## config.mk

```make
export PLATFORM = sky130hd
export DESIGN_NAME = fsc_core
export DESIGN_NICKNAME = d
export VERILOG_FILES = /design/src/logic/fsc_pkg.sv /design/src/logic/fsc_core.sv
export VERILOG_INCLUDE_DIRS = /design/src /design/src/logic
export SDC_FILE = /design/constraint.sdc
export NUM_CORES = 1
export LEC_CHECK = 0
export BUFFER_PORTS_ARGS = -buffer_cell sky130_fd_sc_hd__buf_4
export CAP_MARGIN = 20
export CORE_ASPECT_RATIO = 1.5
export CORE_UTILIZATION = 55
export CTS_CLUSTER_SIZE = 28
export DETAILED_ROUTE_END_ITERATION = 8
export HOLD_SLACK_MARGIN = 0.02
export PLACE_DENSITY_LB_ADDON = 0.12
export SKIP_LAST_GASP = 1
export SLEW_MARGIN = 25
export SYNTH_ARGS = -nofsm -noshare
export SYNTH_HDL_FRONTEND = slang
export SYNTH_SLANG_ARGS = --single-unit
```

## constraint.sdc

```tcl
create_clock -name clk_i -period 3 [get_ports clk_i]
set_input_delay 0.15 -clock clk_i [delete_from_list [all_inputs] [get_ports clk_i]]
set_output_delay 0.15 -clock clk_i [all_outputs]
set_load 0.03 [all_outputs]
```

## src/logic/fsc_map.svh

```systemverilog
`ifndef FSC_MAP_SVH
`define FSC_MAP_SVH
// Register indices; byte address on the bus is four times the index
`define FSC_IDX_MODE 8'h84
`define FSC_IDX_PCTL 8'h87
`define FSC_IDX_BAUD 8'h94
`define FSC_IDX_ADDRESS_MATCH_0 8'h95
`define FSC_IDX_IFS 8'hA4
`define FSC_IDX_ADDRESS_MATCH_1 8'hA5
`define FSC_IDX_ADDRESS_MATCH_2 8'hB5
`define FSC_IDX_BACKOFF_COUNTDOWN 8'hC4
`define FSC_IDX_ADDRESS_MATCH_3 8'hC5
`define FSC_IDX_ADDRESS_DONT_CARE_0 8'hD5
`define FSC_IDX_ADDRESS_DONT_CARE_1 8'hE5
`define FSC_IDX_SLOT 8'hF5
`define FSC_IDX_SLOTTM 8'h0B
// Mode register fields
`define FSC_MODE_PROTO 0
`define FSC_MODE_PRE_LO 1
`define FSC_MODE_PRE_HI 2
`define FSC_MODE_CRC 3
`define FSC_MODE_ALEN 4
`define FSC_MODE_SEL_LO 5
`define FSC_MODE_SEL_HI 6
`define FSC_MODE_XTX 7
// Power and channel control fields
`define FSC_PCTL_FILL 2
`define FSC_PCTL_XRX 3
`define FSC_PCTL_B2B 4
`define FSC_PCTL_MASK 8'h1C
// Slot and jam fields
`define FSC_SLOT_DCR 6
`define FSC_SLOT_DCJ 7
// Reset values
`define FSC_RST_BYTE 8'h00
// Timing counts
`define FSC_PRESCALE_MAX 3'h7
`define FSC_PRE_8 7'h08
`define FSC_PRE_32 7'h20
`define FSC_PRE_64 7'h40
`define FSC_SLOT_ZERO_WAIT 8'h40
`define FSC_SLOT_TOP 6'h3F
`endif

```

## src/logic/fsc_pkg.sv

```systemverilog
package fsc_pkg;
	// Operating modes in the order of their two select bits
	typedef enum logic [1:0] {
		MODE_NORMAL,
		MODE_RAW_TX,
		MODE_RAW_RX,
		MODE_ALT_BACKOFF
	} fsc_mode_type;
endpackage

```

## src/logic/fsc_core.sv

```systemverilog
`timescale 1ns/1ps
`include "fsc_map.svh"
// Operation
// - 8-bit: any match; 16-bit: pair match
// - Mask ones make match 0/1 bits don't-care
// - All-ones address always recognised
// - Bit rate is clock over 8 times (divisor+1)
// - Divisor reloads at zero; reads show live count
// - Backoff counts slots, readable, writes ignored
// - Protocol bit picks SDLC/NRZI or CSMA/CD/Manchester
// - Preamble codes give 0, 8, 32, 64 bits
// - CSMA/CD preamble holds two-one start marker
// - CRC bit picks 32-bit or 16-bit CRC
// - Mode bits: normal, raw tx, raw rx, alternate
// - Raw receive stores all bytes including CRC
// - Raw transmit loops internally, no framing added
// - Alternate backoff waits for interframe space end
// - External clocks replace generator for tx/rx
// - Interframe count halved, run twice, zero gives 256
// - Interframe read: count high, pass flag low
// - Slot number sets priority; zero waits all slots
// - Deterministic mode: slot backoff, no carrier retrigger
// - Jam bit picks DC or AC jam
// - Idle flag fill only in SDLC
// - Back-to-back SDLC keeps receiver on at end flag
module fsc_core (
	// Clock and reset
	input wire logic clk_i,
	input wire logic rst_i,
	// Wishbone slave
	input wire logic wb_cyc_i,
	input wire logic wb_stb_i,
	input wire logic wb_we_i,
	input wire logic [9:0] wb_adr_i,
	input wire logic [3:0] wb_sel_i,
	input wire logic [31:0] wb_dat_i,
	output logic [31:0] wb_dat_o,
	output logic wb_ack_o,
	// External bit clocks and line pins
	input wire logic ext_tx_clk_i,
	input wire logic ext_rx_clk_i,
	input wire logic rx_pin_i,
	output logic tx_pin_o,
	// Framing engine side
	input wire logic tx_data_i,
	input wire logic [15:0] rx_addr_i,
	input wire logic rx_addr_valid_i,
	input wire logic collision_i,
	input wire logic [7:0] backoff_seed_i,
	input wire logic ifs_start_i,
	input wire logic carrier_i,
	input wire logic end_flag_i,
	output logic rx_data_o,
	output logic addr_hit_o,
	output logic tx_bit_o,
	output logic rx_bit_o,
	output logic slot_tick_o,
	output logic ifs_busy_o,
	output logic backoff_busy_o,
	output logic rx_stop_o,
	output logic rx_end_o,
	// Decoded configuration
	output logic sdlc_o,
	output logic crc32_o,
	output logic [6:0] preamble_bits_o,
	output logic start_marker_ones_o,
	output logic raw_tx_o,
	output logic raw_rx_o,
	output logic alt_backoff_o,
	output logic det_res_o,
	output logic dc_jam_o,
	output logic idle_fill_o
);
	typedef struct packed {
		logic ack;
		logic [7:0] dat;
		logic [7:0] mode;
		logic [7:0] pctl;
		logic [7:0] baud_rld;
		logic [7:0] baud_cnt;
		logic [2:0] pre;
		logic [7:0] address_match_0;
		logic [7:0] address_match_1;
		logic [7:0] address_match_2;
		logic [7:0] address_match_3;
		logic [7:0] msk0;
		logic [7:0] msk1;
		logic [7:0] slot;
		logic [7:0] slot_len;
		logic [7:0] slot_cnt;
		logic [6:0] ifs_rld;
		logic [6:0] ifs_cnt;
		logic ifs_first;
		logic ifs_run;
		logic [7:0] backoff_countdown;
		logic bk_run;
		logic bk_pend;
		logic [2:0] txs;
		logic tx_lvl;
		logic [2:0] rxs;
		logic rx_lvl;
		logic [2:0] dps;
		logic dp_lvl;
		logic hit;
		logic tx_bit;
		logic rx_bit;
		logic slot_tick;
		logic tx_pin;
		logic rx_data;
		logic rx_stop;
		logic rx_end;
		logic [6:0] pre_bits;
		logic marker;
		logic raw_tx;
		logic raw_rx;
		logic alt;
		logic fill;
	} fsc_state_type;

	fsc_state_type s_ff;
	fsc_state_type nxt_s;

	// Masked compare; a one in the mask drops that bit from the test
	function automatic logic fsc_match(input logic [15:0] a, input logic [15:0] r,
		input logic [15:0] m);
		fsc_match = ((a ^ r) & ~m) == 16'h0000;
	endfunction

	// Three-stage synchroniser level: changes only when stages two and three agree
	function automatic logic fsc_level(input logic [2:0] sy, input logic lvl);
		fsc_level = (sy[1] == sy[2]) ? sy[2] : lvl;
	endfunction

	fsc_pkg::fsc_mode_type mode_sel;
	logic [7:0] idx;
	logic req;
	logic wr;
	logic gen_tick;
	logic tx_tick;
	logic rx_tick;
	logic slot_evt;
	logic ifs_done;
	logic [7:0] bk_load;
	logic alt_bk;
	logic deterministic_resolution;
	logic sdlc;
	logic [6:0] ifs_dec;
	logic [7:0] rd_val;
	logic tx_lvl_n;
	logic rx_lvl_n;
	logic dp_lvl_n;
	logic hit8;
	logic hit16;

	assign mode_sel = fsc_pkg::fsc_mode_type'(s_ff.mode[`FSC_MODE_SEL_HI:`FSC_MODE_SEL_LO]);
	assign idx = wb_adr_i[9:2];
	assign req = wb_cyc_i && wb_stb_i && !s_ff.ack;
	assign wr = req && wb_we_i && wb_sel_i[0];
	assign deterministic_resolution = s_ff.slot[`FSC_SLOT_DCR];
	assign sdlc = s_ff.mode[`FSC_MODE_PROTO];
	assign alt_bk = (mode_sel == fsc_pkg::MODE_ALT_BACKOFF);

	////////////////////////////////////////////////////////////////////////////////
	// Combinational next state
	always_comb begin
		nxt_s = s_ff;
		// Bus answer is one cycle after the request, so ack never stays high twice
		nxt_s.ack = req;
		// Clock pins pass three flops before their edges are trusted
		nxt_s.txs = {s_ff.txs[1:0], ext_tx_clk_i};
		nxt_s.rxs = {s_ff.rxs[1:0], ext_rx_clk_i};
		nxt_s.dps = {s_ff.dps[1:0], rx_pin_i};
		tx_lvl_n = fsc_level(s_ff.txs, s_ff.tx_lvl);
		rx_lvl_n = fsc_level(s_ff.rxs, s_ff.rx_lvl);
		dp_lvl_n = fsc_level(s_ff.dps, s_ff.dp_lvl);
		nxt_s.tx_lvl = tx_lvl_n;
		nxt_s.rx_lvl = rx_lvl_n;
		nxt_s.dp_lvl = dp_lvl_n;

		// Divide by eight, then by divisor+1 with reload at zero
		gen_tick = (s_ff.pre == `FSC_PRESCALE_MAX) && (s_ff.baud_cnt == 8'h00);
		nxt_s.pre = 3'(s_ff.pre + 3'h1);
		if (s_ff.pre == `FSC_PRESCALE_MAX) begin
			nxt_s.baud_cnt = (s_ff.baud_cnt == 8'h00) ? s_ff.baud_rld
				: 8'(s_ff.baud_cnt - 8'h01);
		end
		// Transmit and receive bit clocks may come from the pins instead
		tx_tick = s_ff.mode[`FSC_MODE_XTX] ? (tx_lvl_n && !s_ff.tx_lvl) : gen_tick;
		rx_tick = s_ff.pctl[`FSC_PCTL_XRX] ? (rx_lvl_n && !s_ff.rx_lvl) : gen_tick;
		nxt_s.tx_bit = tx_tick;
		nxt_s.rx_bit = rx_tick;

		// Slot timer: a loaded zero wraps round to 256 bit times
		slot_evt = 1'b0;
		if (tx_tick) begin
			nxt_s.slot_cnt = 8'(s_ff.slot_cnt - 8'h01);
			if (nxt_s.slot_cnt == 8'h00) begin
				slot_evt = 1'b1;
				nxt_s.slot_cnt = s_ff.slot_len;
			end
		end
		nxt_s.slot_tick = slot_evt;

		// Interframe space: the seven-bit count runs down twice
		ifs_done = 1'b0;
		ifs_dec = 7'(s_ff.ifs_cnt - 7'h01);
		if (s_ff.ifs_run && tx_tick) begin
			nxt_s.ifs_cnt = ifs_dec;
			if (ifs_dec == 7'h00) begin
				nxt_s.ifs_cnt = s_ff.ifs_rld;
				nxt_s.ifs_first = 1'b0;
				if (!s_ff.ifs_first) begin
					nxt_s.ifs_run = 1'b0;
					ifs_done = 1'b1;
				end
			end
		end
		// Returning carrier restarts the space, except under slot resolution
		if (ifs_start_i || (carrier_i && s_ff.ifs_run && !deterministic_resolution)) begin
			nxt_s.ifs_run = 1'b1;
			nxt_s.ifs_first = 1'b1;
			nxt_s.ifs_cnt = s_ff.ifs_rld;
		end

		// Backoff load: fixed by slot number, or a random seed
		if (deterministic_resolution) begin
			bk_load = (s_ff.slot[5:0] == 6'h00) ? `FSC_SLOT_ZERO_WAIT
				: {2'b00, 6'(`FSC_SLOT_TOP - s_ff.slot[5:0])};
		end else begin
			bk_load = backoff_seed_i;
		end
		if (s_ff.bk_run && slot_evt) begin
			nxt_s.backoff_countdown = 8'(s_ff.backoff_countdown - 8'h01);
			if (s_ff.backoff_countdown == 8'h01) begin
				nxt_s.bk_run = 1'b0;
			end
		end
		// Alternate mode holds the countdown until the space has run out
		if (s_ff.bk_pend && ifs_done) begin
			nxt_s.bk_pend = 1'b0;
			nxt_s.bk_run = (s_ff.backoff_countdown != 8'h00);
		end
		if (collision_i) begin
			nxt_s.backoff_countdown = bk_load;
			if ((alt_bk || deterministic_resolution) && (s_ff.ifs_run || ifs_start_i)) begin
				nxt_s.bk_pend = 1'b1;
				nxt_s.bk_run = 1'b0;
			end else begin
				nxt_s.bk_pend = 1'b0;
				nxt_s.bk_run = (bk_load != 8'h00);
			end
		end

		// Address recognition, all-ones first
		hit8 = (rx_addr_i[7:0] == 8'hFF)
			|| fsc_match({8'h00, rx_addr_i[7:0]}, {8'h00, s_ff.address_match_0}, {8'h00, s_ff.msk0})
			|| fsc_match({8'h00, rx_addr_i[7:0]}, {8'h00, s_ff.address_match_1}, {8'h00, s_ff.msk1})
			|| (rx_addr_i[7:0] == s_ff.address_match_2) || (rx_addr_i[7:0] == s_ff.address_match_3);
		hit16 = (rx_addr_i == 16'hFFFF)
			|| fsc_match(rx_addr_i, {s_ff.address_match_1, s_ff.address_match_0}, {s_ff.msk1, s_ff.msk0})
			|| (rx_addr_i == {s_ff.address_match_3, s_ff.address_match_2});
		nxt_s.hit = rx_addr_valid_i && (s_ff.mode[`FSC_MODE_ALEN] ? hit16 : hit8);

		// Raw transmit loops the line inside the port, ahead of the pin
		nxt_s.tx_pin = (mode_sel == fsc_pkg::MODE_RAW_TX) ? 1'b1 : tx_data_i;
		nxt_s.rx_data = (mode_sel == fsc_pkg::MODE_RAW_TX) ? tx_data_i : dp_lvl_n;

		// End flag; back-to-back SDLC leaves the receiver running
		nxt_s.rx_end = end_flag_i;
		nxt_s.rx_stop = end_flag_i && !(sdlc && s_ff.pctl[`FSC_PCTL_B2B]);

		// Preamble length from its code
		unique case (s_ff.mode[`FSC_MODE_PRE_HI:`FSC_MODE_PRE_LO])
			2'b00: nxt_s.pre_bits = 7'h00;
			2'b01: nxt_s.pre_bits = `FSC_PRE_8;
			2'b10: nxt_s.pre_bits = `FSC_PRE_32;
			2'b11: nxt_s.pre_bits = `FSC_PRE_64;
		endcase

		// Register writes; the backoff index is read only
		if (wr) begin
			unique case (idx)
				`FSC_IDX_MODE: nxt_s.mode = wb_dat_i[7:0];
				`FSC_IDX_PCTL: nxt_s.pctl = wb_dat_i[7:0] & `FSC_PCTL_MASK;
				`FSC_IDX_BAUD: nxt_s.baud_rld = wb_dat_i[7:0];
				`FSC_IDX_ADDRESS_MATCH_0: nxt_s.address_match_0 = wb_dat_i[7:0];
				`FSC_IDX_ADDRESS_MATCH_1: nxt_s.address_match_1 = wb_dat_i[7:0];
				`FSC_IDX_ADDRESS_MATCH_2: nxt_s.address_match_2 = wb_dat_i[7:0];
				`FSC_IDX_ADDRESS_MATCH_3: nxt_s.address_match_3 = wb_dat_i[7:0];
				`FSC_IDX_ADDRESS_DONT_CARE_0: nxt_s.msk0 = wb_dat_i[7:0];
				`FSC_IDX_ADDRESS_DONT_CARE_1: nxt_s.msk1 = wb_dat_i[7:0];
				`FSC_IDX_SLOT: nxt_s.slot = wb_dat_i[7:0];
				`FSC_IDX_SLOTTM: nxt_s.slot_len = wb_dat_i[7:0];
				`FSC_IDX_IFS: nxt_s.ifs_rld = wb_dat_i[7:1];
				default: nxt_s.dat = nxt_s.dat; // Unmapped and backoff: ignored
			endcase
		end

		// Read mux; timer values may be a tick old under external clocks
		unique case (idx)
			`FSC_IDX_MODE: rd_val = s_ff.mode;
			`FSC_IDX_PCTL: rd_val = s_ff.pctl;
			`FSC_IDX_BAUD: rd_val = s_ff.baud_cnt;
			`FSC_IDX_ADDRESS_MATCH_0: rd_val = s_ff.address_match_0;
			`FSC_IDX_ADDRESS_MATCH_1: rd_val = s_ff.address_match_1;
			`FSC_IDX_ADDRESS_MATCH_2: rd_val = s_ff.address_match_2;
			`FSC_IDX_ADDRESS_MATCH_3: rd_val = s_ff.address_match_3;
			`FSC_IDX_ADDRESS_DONT_CARE_0: rd_val = s_ff.msk0;
			`FSC_IDX_ADDRESS_DONT_CARE_1: rd_val = s_ff.msk1;
			`FSC_IDX_SLOT: rd_val = s_ff.slot;
			`FSC_IDX_SLOTTM: rd_val = s_ff.slot_cnt;
			`FSC_IDX_IFS: rd_val = {s_ff.ifs_cnt, s_ff.ifs_first};
			`FSC_IDX_BACKOFF_COUNTDOWN: rd_val = s_ff.backoff_countdown;
			default: rd_val = 8'h00;
		endcase
		nxt_s.dat = (req && !wb_we_i) ? rd_val : 8'h00;

		// Decoded flags follow the new register value so they land with it
		nxt_s.marker = !nxt_s.mode[`FSC_MODE_PROTO];
		nxt_s.raw_tx = nxt_s.mode[`FSC_MODE_SEL_HI:`FSC_MODE_SEL_LO] == 2'b01;
		nxt_s.raw_rx = nxt_s.mode[`FSC_MODE_SEL_HI:`FSC_MODE_SEL_LO] == 2'b10;
		nxt_s.alt = nxt_s.mode[`FSC_MODE_SEL_HI:`FSC_MODE_SEL_LO] == 2'b11;
		nxt_s.fill = nxt_s.pctl[`FSC_PCTL_FILL] && nxt_s.mode[`FSC_MODE_PROTO];

		if (rst_i) begin
			nxt_s = '0;
			nxt_s.mode = `FSC_RST_BYTE;
			nxt_s.baud_rld = `FSC_RST_BYTE;
		end
	end

	////////////////////////////////////////////////////////////////////////////////
	// State register
	always_ff @(posedge clk_i) begin
		s_ff <= nxt_s;
	end

	////////////////////////////////////////////////////////////////////////////////
	// Outputs, each from a flop or a decoded flopped field
	assign wb_ack_o = s_ff.ack;
	assign wb_dat_o = {24'h00_0000, s_ff.dat};
	assign tx_pin_o = s_ff.tx_pin;
	assign rx_data_o = s_ff.rx_data;
	assign addr_hit_o = s_ff.hit;
	assign tx_bit_o = s_ff.tx_bit;
	assign rx_bit_o = s_ff.rx_bit;
	assign slot_tick_o = s_ff.slot_tick;
	assign ifs_busy_o = s_ff.ifs_run;
	assign backoff_busy_o = s_ff.bk_run;
	assign rx_stop_o = s_ff.rx_stop;
	assign rx_end_o = s_ff.rx_end;
	assign sdlc_o = s_ff.mode[`FSC_MODE_PROTO];
	assign crc32_o = s_ff.mode[`FSC_MODE_CRC];
	assign preamble_bits_o = s_ff.pre_bits;
	// Start marker of two ones counts inside the CSMA/CD preamble
	assign start_marker_ones_o = s_ff.marker;
	assign raw_tx_o = s_ff.raw_tx;
	assign raw_rx_o = s_ff.raw_rx;
	assign alt_backoff_o = s_ff.alt;
	assign det_res_o = s_ff.slot[`FSC_SLOT_DCR];
	assign dc_jam_o = s_ff.slot[`FSC_SLOT_DCJ];
	assign idle_fill_o = s_ff.fill;
endmodule

```

# == After elaboration in Yosys (flattened, before gate mapping) ==
# Cells that the tools add are included.
# op_classes
magnitude_cmp,0
n_shift,0
reduce_logical,66
eq_ne,32
n_div,0
multipliers,0
addsub,6
bitwise_logic,10
mux,32
# ops
operator,n
$eq 8x8->1 const B,13
$pmux 8 s13,1
$logic_not 16->1,3
$mux 9,4
$and 8x16->16,2
$mux 8,4
$not 8->16,2
$pmux 7 s4,1
$reduce_and 2->1,14
$sub 8x1->8 const B,3
$mux 23,1
$logic_and 1x1->1,18
$and 16x16->16,1
$eq 16x16->1,1
$eq 16x16->1 const B,1
$eq 8x8->1,2
$logic_not 8->1,2
$not 16->16,1
$reduce_bool 8->1,2
$xor 16x16->16,1
$xor 8x8->8,2
$mux 1,15
$mux 7,2
$eq 2x2->1 const B,5
other kinds (22),45
# word_totals
latchBits,0
inputBits,84
ram_bits,0
ff_bits,169
n_memories,0
mem_bits_ro,0

# == Longest topological paths before layout ==
# depth
word_depth,9
mapped_depth,10
depth_no_buf,8

# == Worst setup path after synthesis ==
# No wires, ideal clock.
# synth_timing
path_kind,register to register
startpoint,reg s_ff[130] (netlist bit)
endpoint,reg s_ff[45] (netlist bit)
n_path_buf,2
slack_ns,0.608
arrival_ns,2.273
path_stages_with_launch,11
setup_ns,0.119
required_time_ns,2.881
cell_sequence,dfxtp_1 -> ha_1 -> ha_1 -> buf_2 -> or4b_1 -> nor3_4 -> o21ai_2 -> and3b_1 -> buf_4 -> nor2_1 -> o221a_2
# synth_via
elab_chain_len,5
# synth_lines
item,line_no,rtl
"start, declared",fsc_core.sv:120,fsc_state_type s_ff;
"start signal, assigned",fsc_core.sv:335,s_ff <= nxt_s;
$eq 3x3->1 (no source line),--,
$logic_and 1x1->1,fsc_core.sv:181,gen_tick = (s_ff.pre == `FSC_PRESCALE_MAX) && (s_ff.baud_cnt == 8'h00);
$mux 1,fsc_core.sv:188,tx_tick = s_ff.mode[`FSC_MODE_XTX] ? (tx_lvl_n && !s_ff.tx_lvl) : gen_tick;
$logic_and 1x1->1,fsc_core.sv:207,if (s_ff.ifs_run && tx_tick) begin
$reduce_bool 2->1 (no source line),--,
# No other way between the ends.
# A chain may end at the register's enable or synchronous reset.

# == Final worst setup path ==
# layout_timing
startpoint,reg s_ff[130] (netlist bit)
endpoint,reg s_ff[47] (netlist bit)
# The elaborated chain is that of the path after synthesis.

==> key figures <==
Cells and area
  • Antenna cells: 0
  • Commonest non-fill, non-tap cell in the layout: dfxtp_1
  • Area grow syn2layout: 13.7%
  • Most used cells in the layout excluding fill and tap cells: dfxtp_1, nor2_1, buf_4, mux2i_1, xnor2_1
  • Layout cell share with drive strength beyond 1: 15.6%
  • Nets: around 1.2k

Clock tree
  • Hold Buf Count CTS: 7
  • Worst skew pair latency: ~0.45 ns
  • Post-CTS sizing: 0
  • Root buffer cell: clkbuf_16
  • Num CTS Buffers: 17
  • Post-CTS setup buffer count: 0
  • CTS Buffer Depth: 2
  • CTS tree: built
  • CTS clk-pin slew, worst paths: approximately 0.07 ns
  • Sink Count: between 150 and 200
  • H-tree depth: 4

Drt
  • Vias: around 7.6k
  • 1st-pass router iterations: 5
  • Remaining antenna violation count: 0
  • Drt wl/cell: between 20 and 25 um
  • Via density: between 5 and 6
  • Starting DRC count in detailed routing: roughly 540
  • Drt drc: 0
  • Final wirelength: 25700 um

Setup path
  • Critical path launch point type: flop
  • Worst Path Max Fanout: 16
  • Crit path arrival time: just under 3 ns
  • Worst R2R End: s_ff[47]
  • R2R cell count: 8
  • Worst setup EP type: flop
  • Crit path required time: 3.35 ns
  • Reg2reg start: s_ff[130]
  • Crit path to: s_ff[47]
  • Setup slack, reg-to-reg: ~0.37 ns
  • CP Class: flop to flop
  • CP Launch Point: s_ff[130]

Synth
  • Post-synth ARST share: 0%
  • Synth Area in Compound Gates: around 15%
  • Adder-Cell Fraction of Synth Area: under 10%
  • Mapped Area: between 8000 and 9000 um2
  • Post-synth EDFFs: 0
  • Seq cells post-synth: about 170
  • Post-synthesis mux area share: 11.8%
  • Post-Synth XOR/XNOR Area: about 6.3%
  • Syn Inst Count: between 1k and 1.5k
  • Syn_area_per_cell: approximately 8.7 um2
  • Largest family of logic cells by synthesized area: simple AND/OR/NAND/NOR gates
  • Synth Area in Simple Gates: 19.8%
  • YS warnings: 0
  • Ys flop type: dfxtp_1
  • Seq/Total Area, Yosys: a little under two fifths
  • Yosys cell types: about 80

STA
  • Hold Vio Cnt, Final: 0
  • Max-slew headroom: between 40% and 50%
  • Final setup TNS: 0 ns
  • RSZ-0062 raised after global routing: false
  • Final Max Tran Viols: 0
  • Hold_ws: about 0.031 ns
  • Fin Clk Skew: 0.0203 ns
  • Worst-margin pin slew: 0.808 ns
  • Final setup fails: 0
  • Maximum clock rate: roughly 0.38 GHz
  • Fin crit share: between 80% and 90%
  • Final min period: 2.63 ns

GRT
  • Vias in the first global route: ~7.3k
  • Pin count of the biggest net entering global routing: 150
  • Total congestion overflow: 0
  • Initial antenna violation count: 0
  • Overall routing resource usage: about 32%
  • First-pass GRT wire length: between 30000 and 40000 um

Floorplanning
  • Die height: roughly 160 um
  • I/O Pins: ~140
  • Row cnt: 56
  • Chip width: approximately 110 um
  • Die area: 16500 um2
  • Total core area: roughly 16000 um2
  • Initial Util: a little under three fifths

Power
  • Worst vdd ir: ~0.33 mV
  • Pwr Total: 4740 uW
  • Power Density: 475 nW/um2
  • Static leakage: approximately 0.0042 uW

Hold path
  • Worst hold path class: primary input to flop

Run
  • Number of max-cap violations: 0

Status
  • Status: finished clean

Placement
  • Hpwl dp: about 18000 um
  • Buffers on Ports: between 80 and 90
  • RD Place Congestion: about 0.98
power breakdown:
part           internal (uW)  switching [uW]  total, uW
clock                   1080             974       2050
sequential              2220            29.3       2250
combinational            160             281        441
cells by family after synthesis:
group           after synthesis
fa+ha+maj                     9
compound gates              203
xor+xnor                     63
flops                       165
buf+inv                     133
mux                         100
simple gates                337
other cells                   1
registers in the layout, summed over array words and instances (netlist names), 2 cells and up:
signal,cells
wb_dat_o,8
mode_sel,2
s_ff,132
preamble_bits_o,3
cells in the mapped netlist, drive strengths merged, types with 12 or more instances:
| master | instances | share of area [%] |
|---|---|---|
| dfxtp | 165 | 38 |
| nor2 | 129 | 5.5 |
| mux2i | 90 | 10 |
| clkbuf | 58 | 2.5 |
| buf | 53 | 4.3 |
| xnor2 | 53 | 5.3 |
| nand2 | 47 | 2.0 |
| o21ai | 47 | 2.9 |
| a21oi | 46 | 2.6 |
| nand3 | 28 | 1.6 |
| nor3 | 24 | 1.6 |
| inv | 22 | 0.94 |
| nor2b | 21 | 1.5 |
| nand4 | 14 | 1.0 |
| a31oi | 13 | 0.93 |
| o22ai | 13 | 0.93 |
| nor4 | 12 | 1.2 |
worst max-delay path, stage by stage (launching register included):
cell	delay, ns
dfxtp_1	0.34
ha_1	0.15
ha_1	0.20
or4b_1	0.52
nor3_4	0.37
or2_2	0.40
and2_1	0.20
nor2_1	0.07
a221oi_1	0.28
area by class of cell:
type	instances	area (um2)
Clock buffer	18	429
Clock inverter	13	114
Fill cell	1396	5650
Inverter	22	82.6
Multi-Input combinational cell	740	4900
Sequential cell	165	3300
Tap cell	203	254
Timing Repair Buffer	115	893
metal layers:
layer | up-vias | routed length (um) | GRT usage [%]
met5 | - | 0 | 0
met4 | 0 | 1260 | 18.1
met3 | 59 | 1610 | 5.71
met2 | 295 | 12800 | 56.9
met1 | 3589 | 10000 | 36.8
li1 | 3628 | - | -
how the worst min path moves through the flow:
stage	startpoint	end	slack [ns]	cells past startpoint
finish	end_flag_i	rx_end_o	0.03	2
detailed placement	ext_rx_clk_i	s_ff[25]	0.37	2
floorplan	rx_addr_valid_i	addr_hit_o	0.26	2
CTS	end_flag_i	rx_end_o	0.03	2
global route	end_flag_i	rx_end_o	0.02	2
global placement	rx_pin_i	s_ff[21]	0.37	2
stage by stage:
step / worst slack [ns] / util (%) / instance area, um2 / std cells
4_1_cts: 0.368 / 63.9 / 9980 / 1276
3_3_place_gp: 0.431 / 59.9 / 9370 / 1238
5_1_grt: 0.188 / 63.9 / 9980 / 1276
3_5_place_dp: 0.365 / 59.9 / 9370 / 1238
6_report: 0.368 / 63.9 / 9980 / 1276
2_1_floorplan: 0.608 / - / 8880 / 1038
No activity file was read; power rests on OpenSTA's default activity.
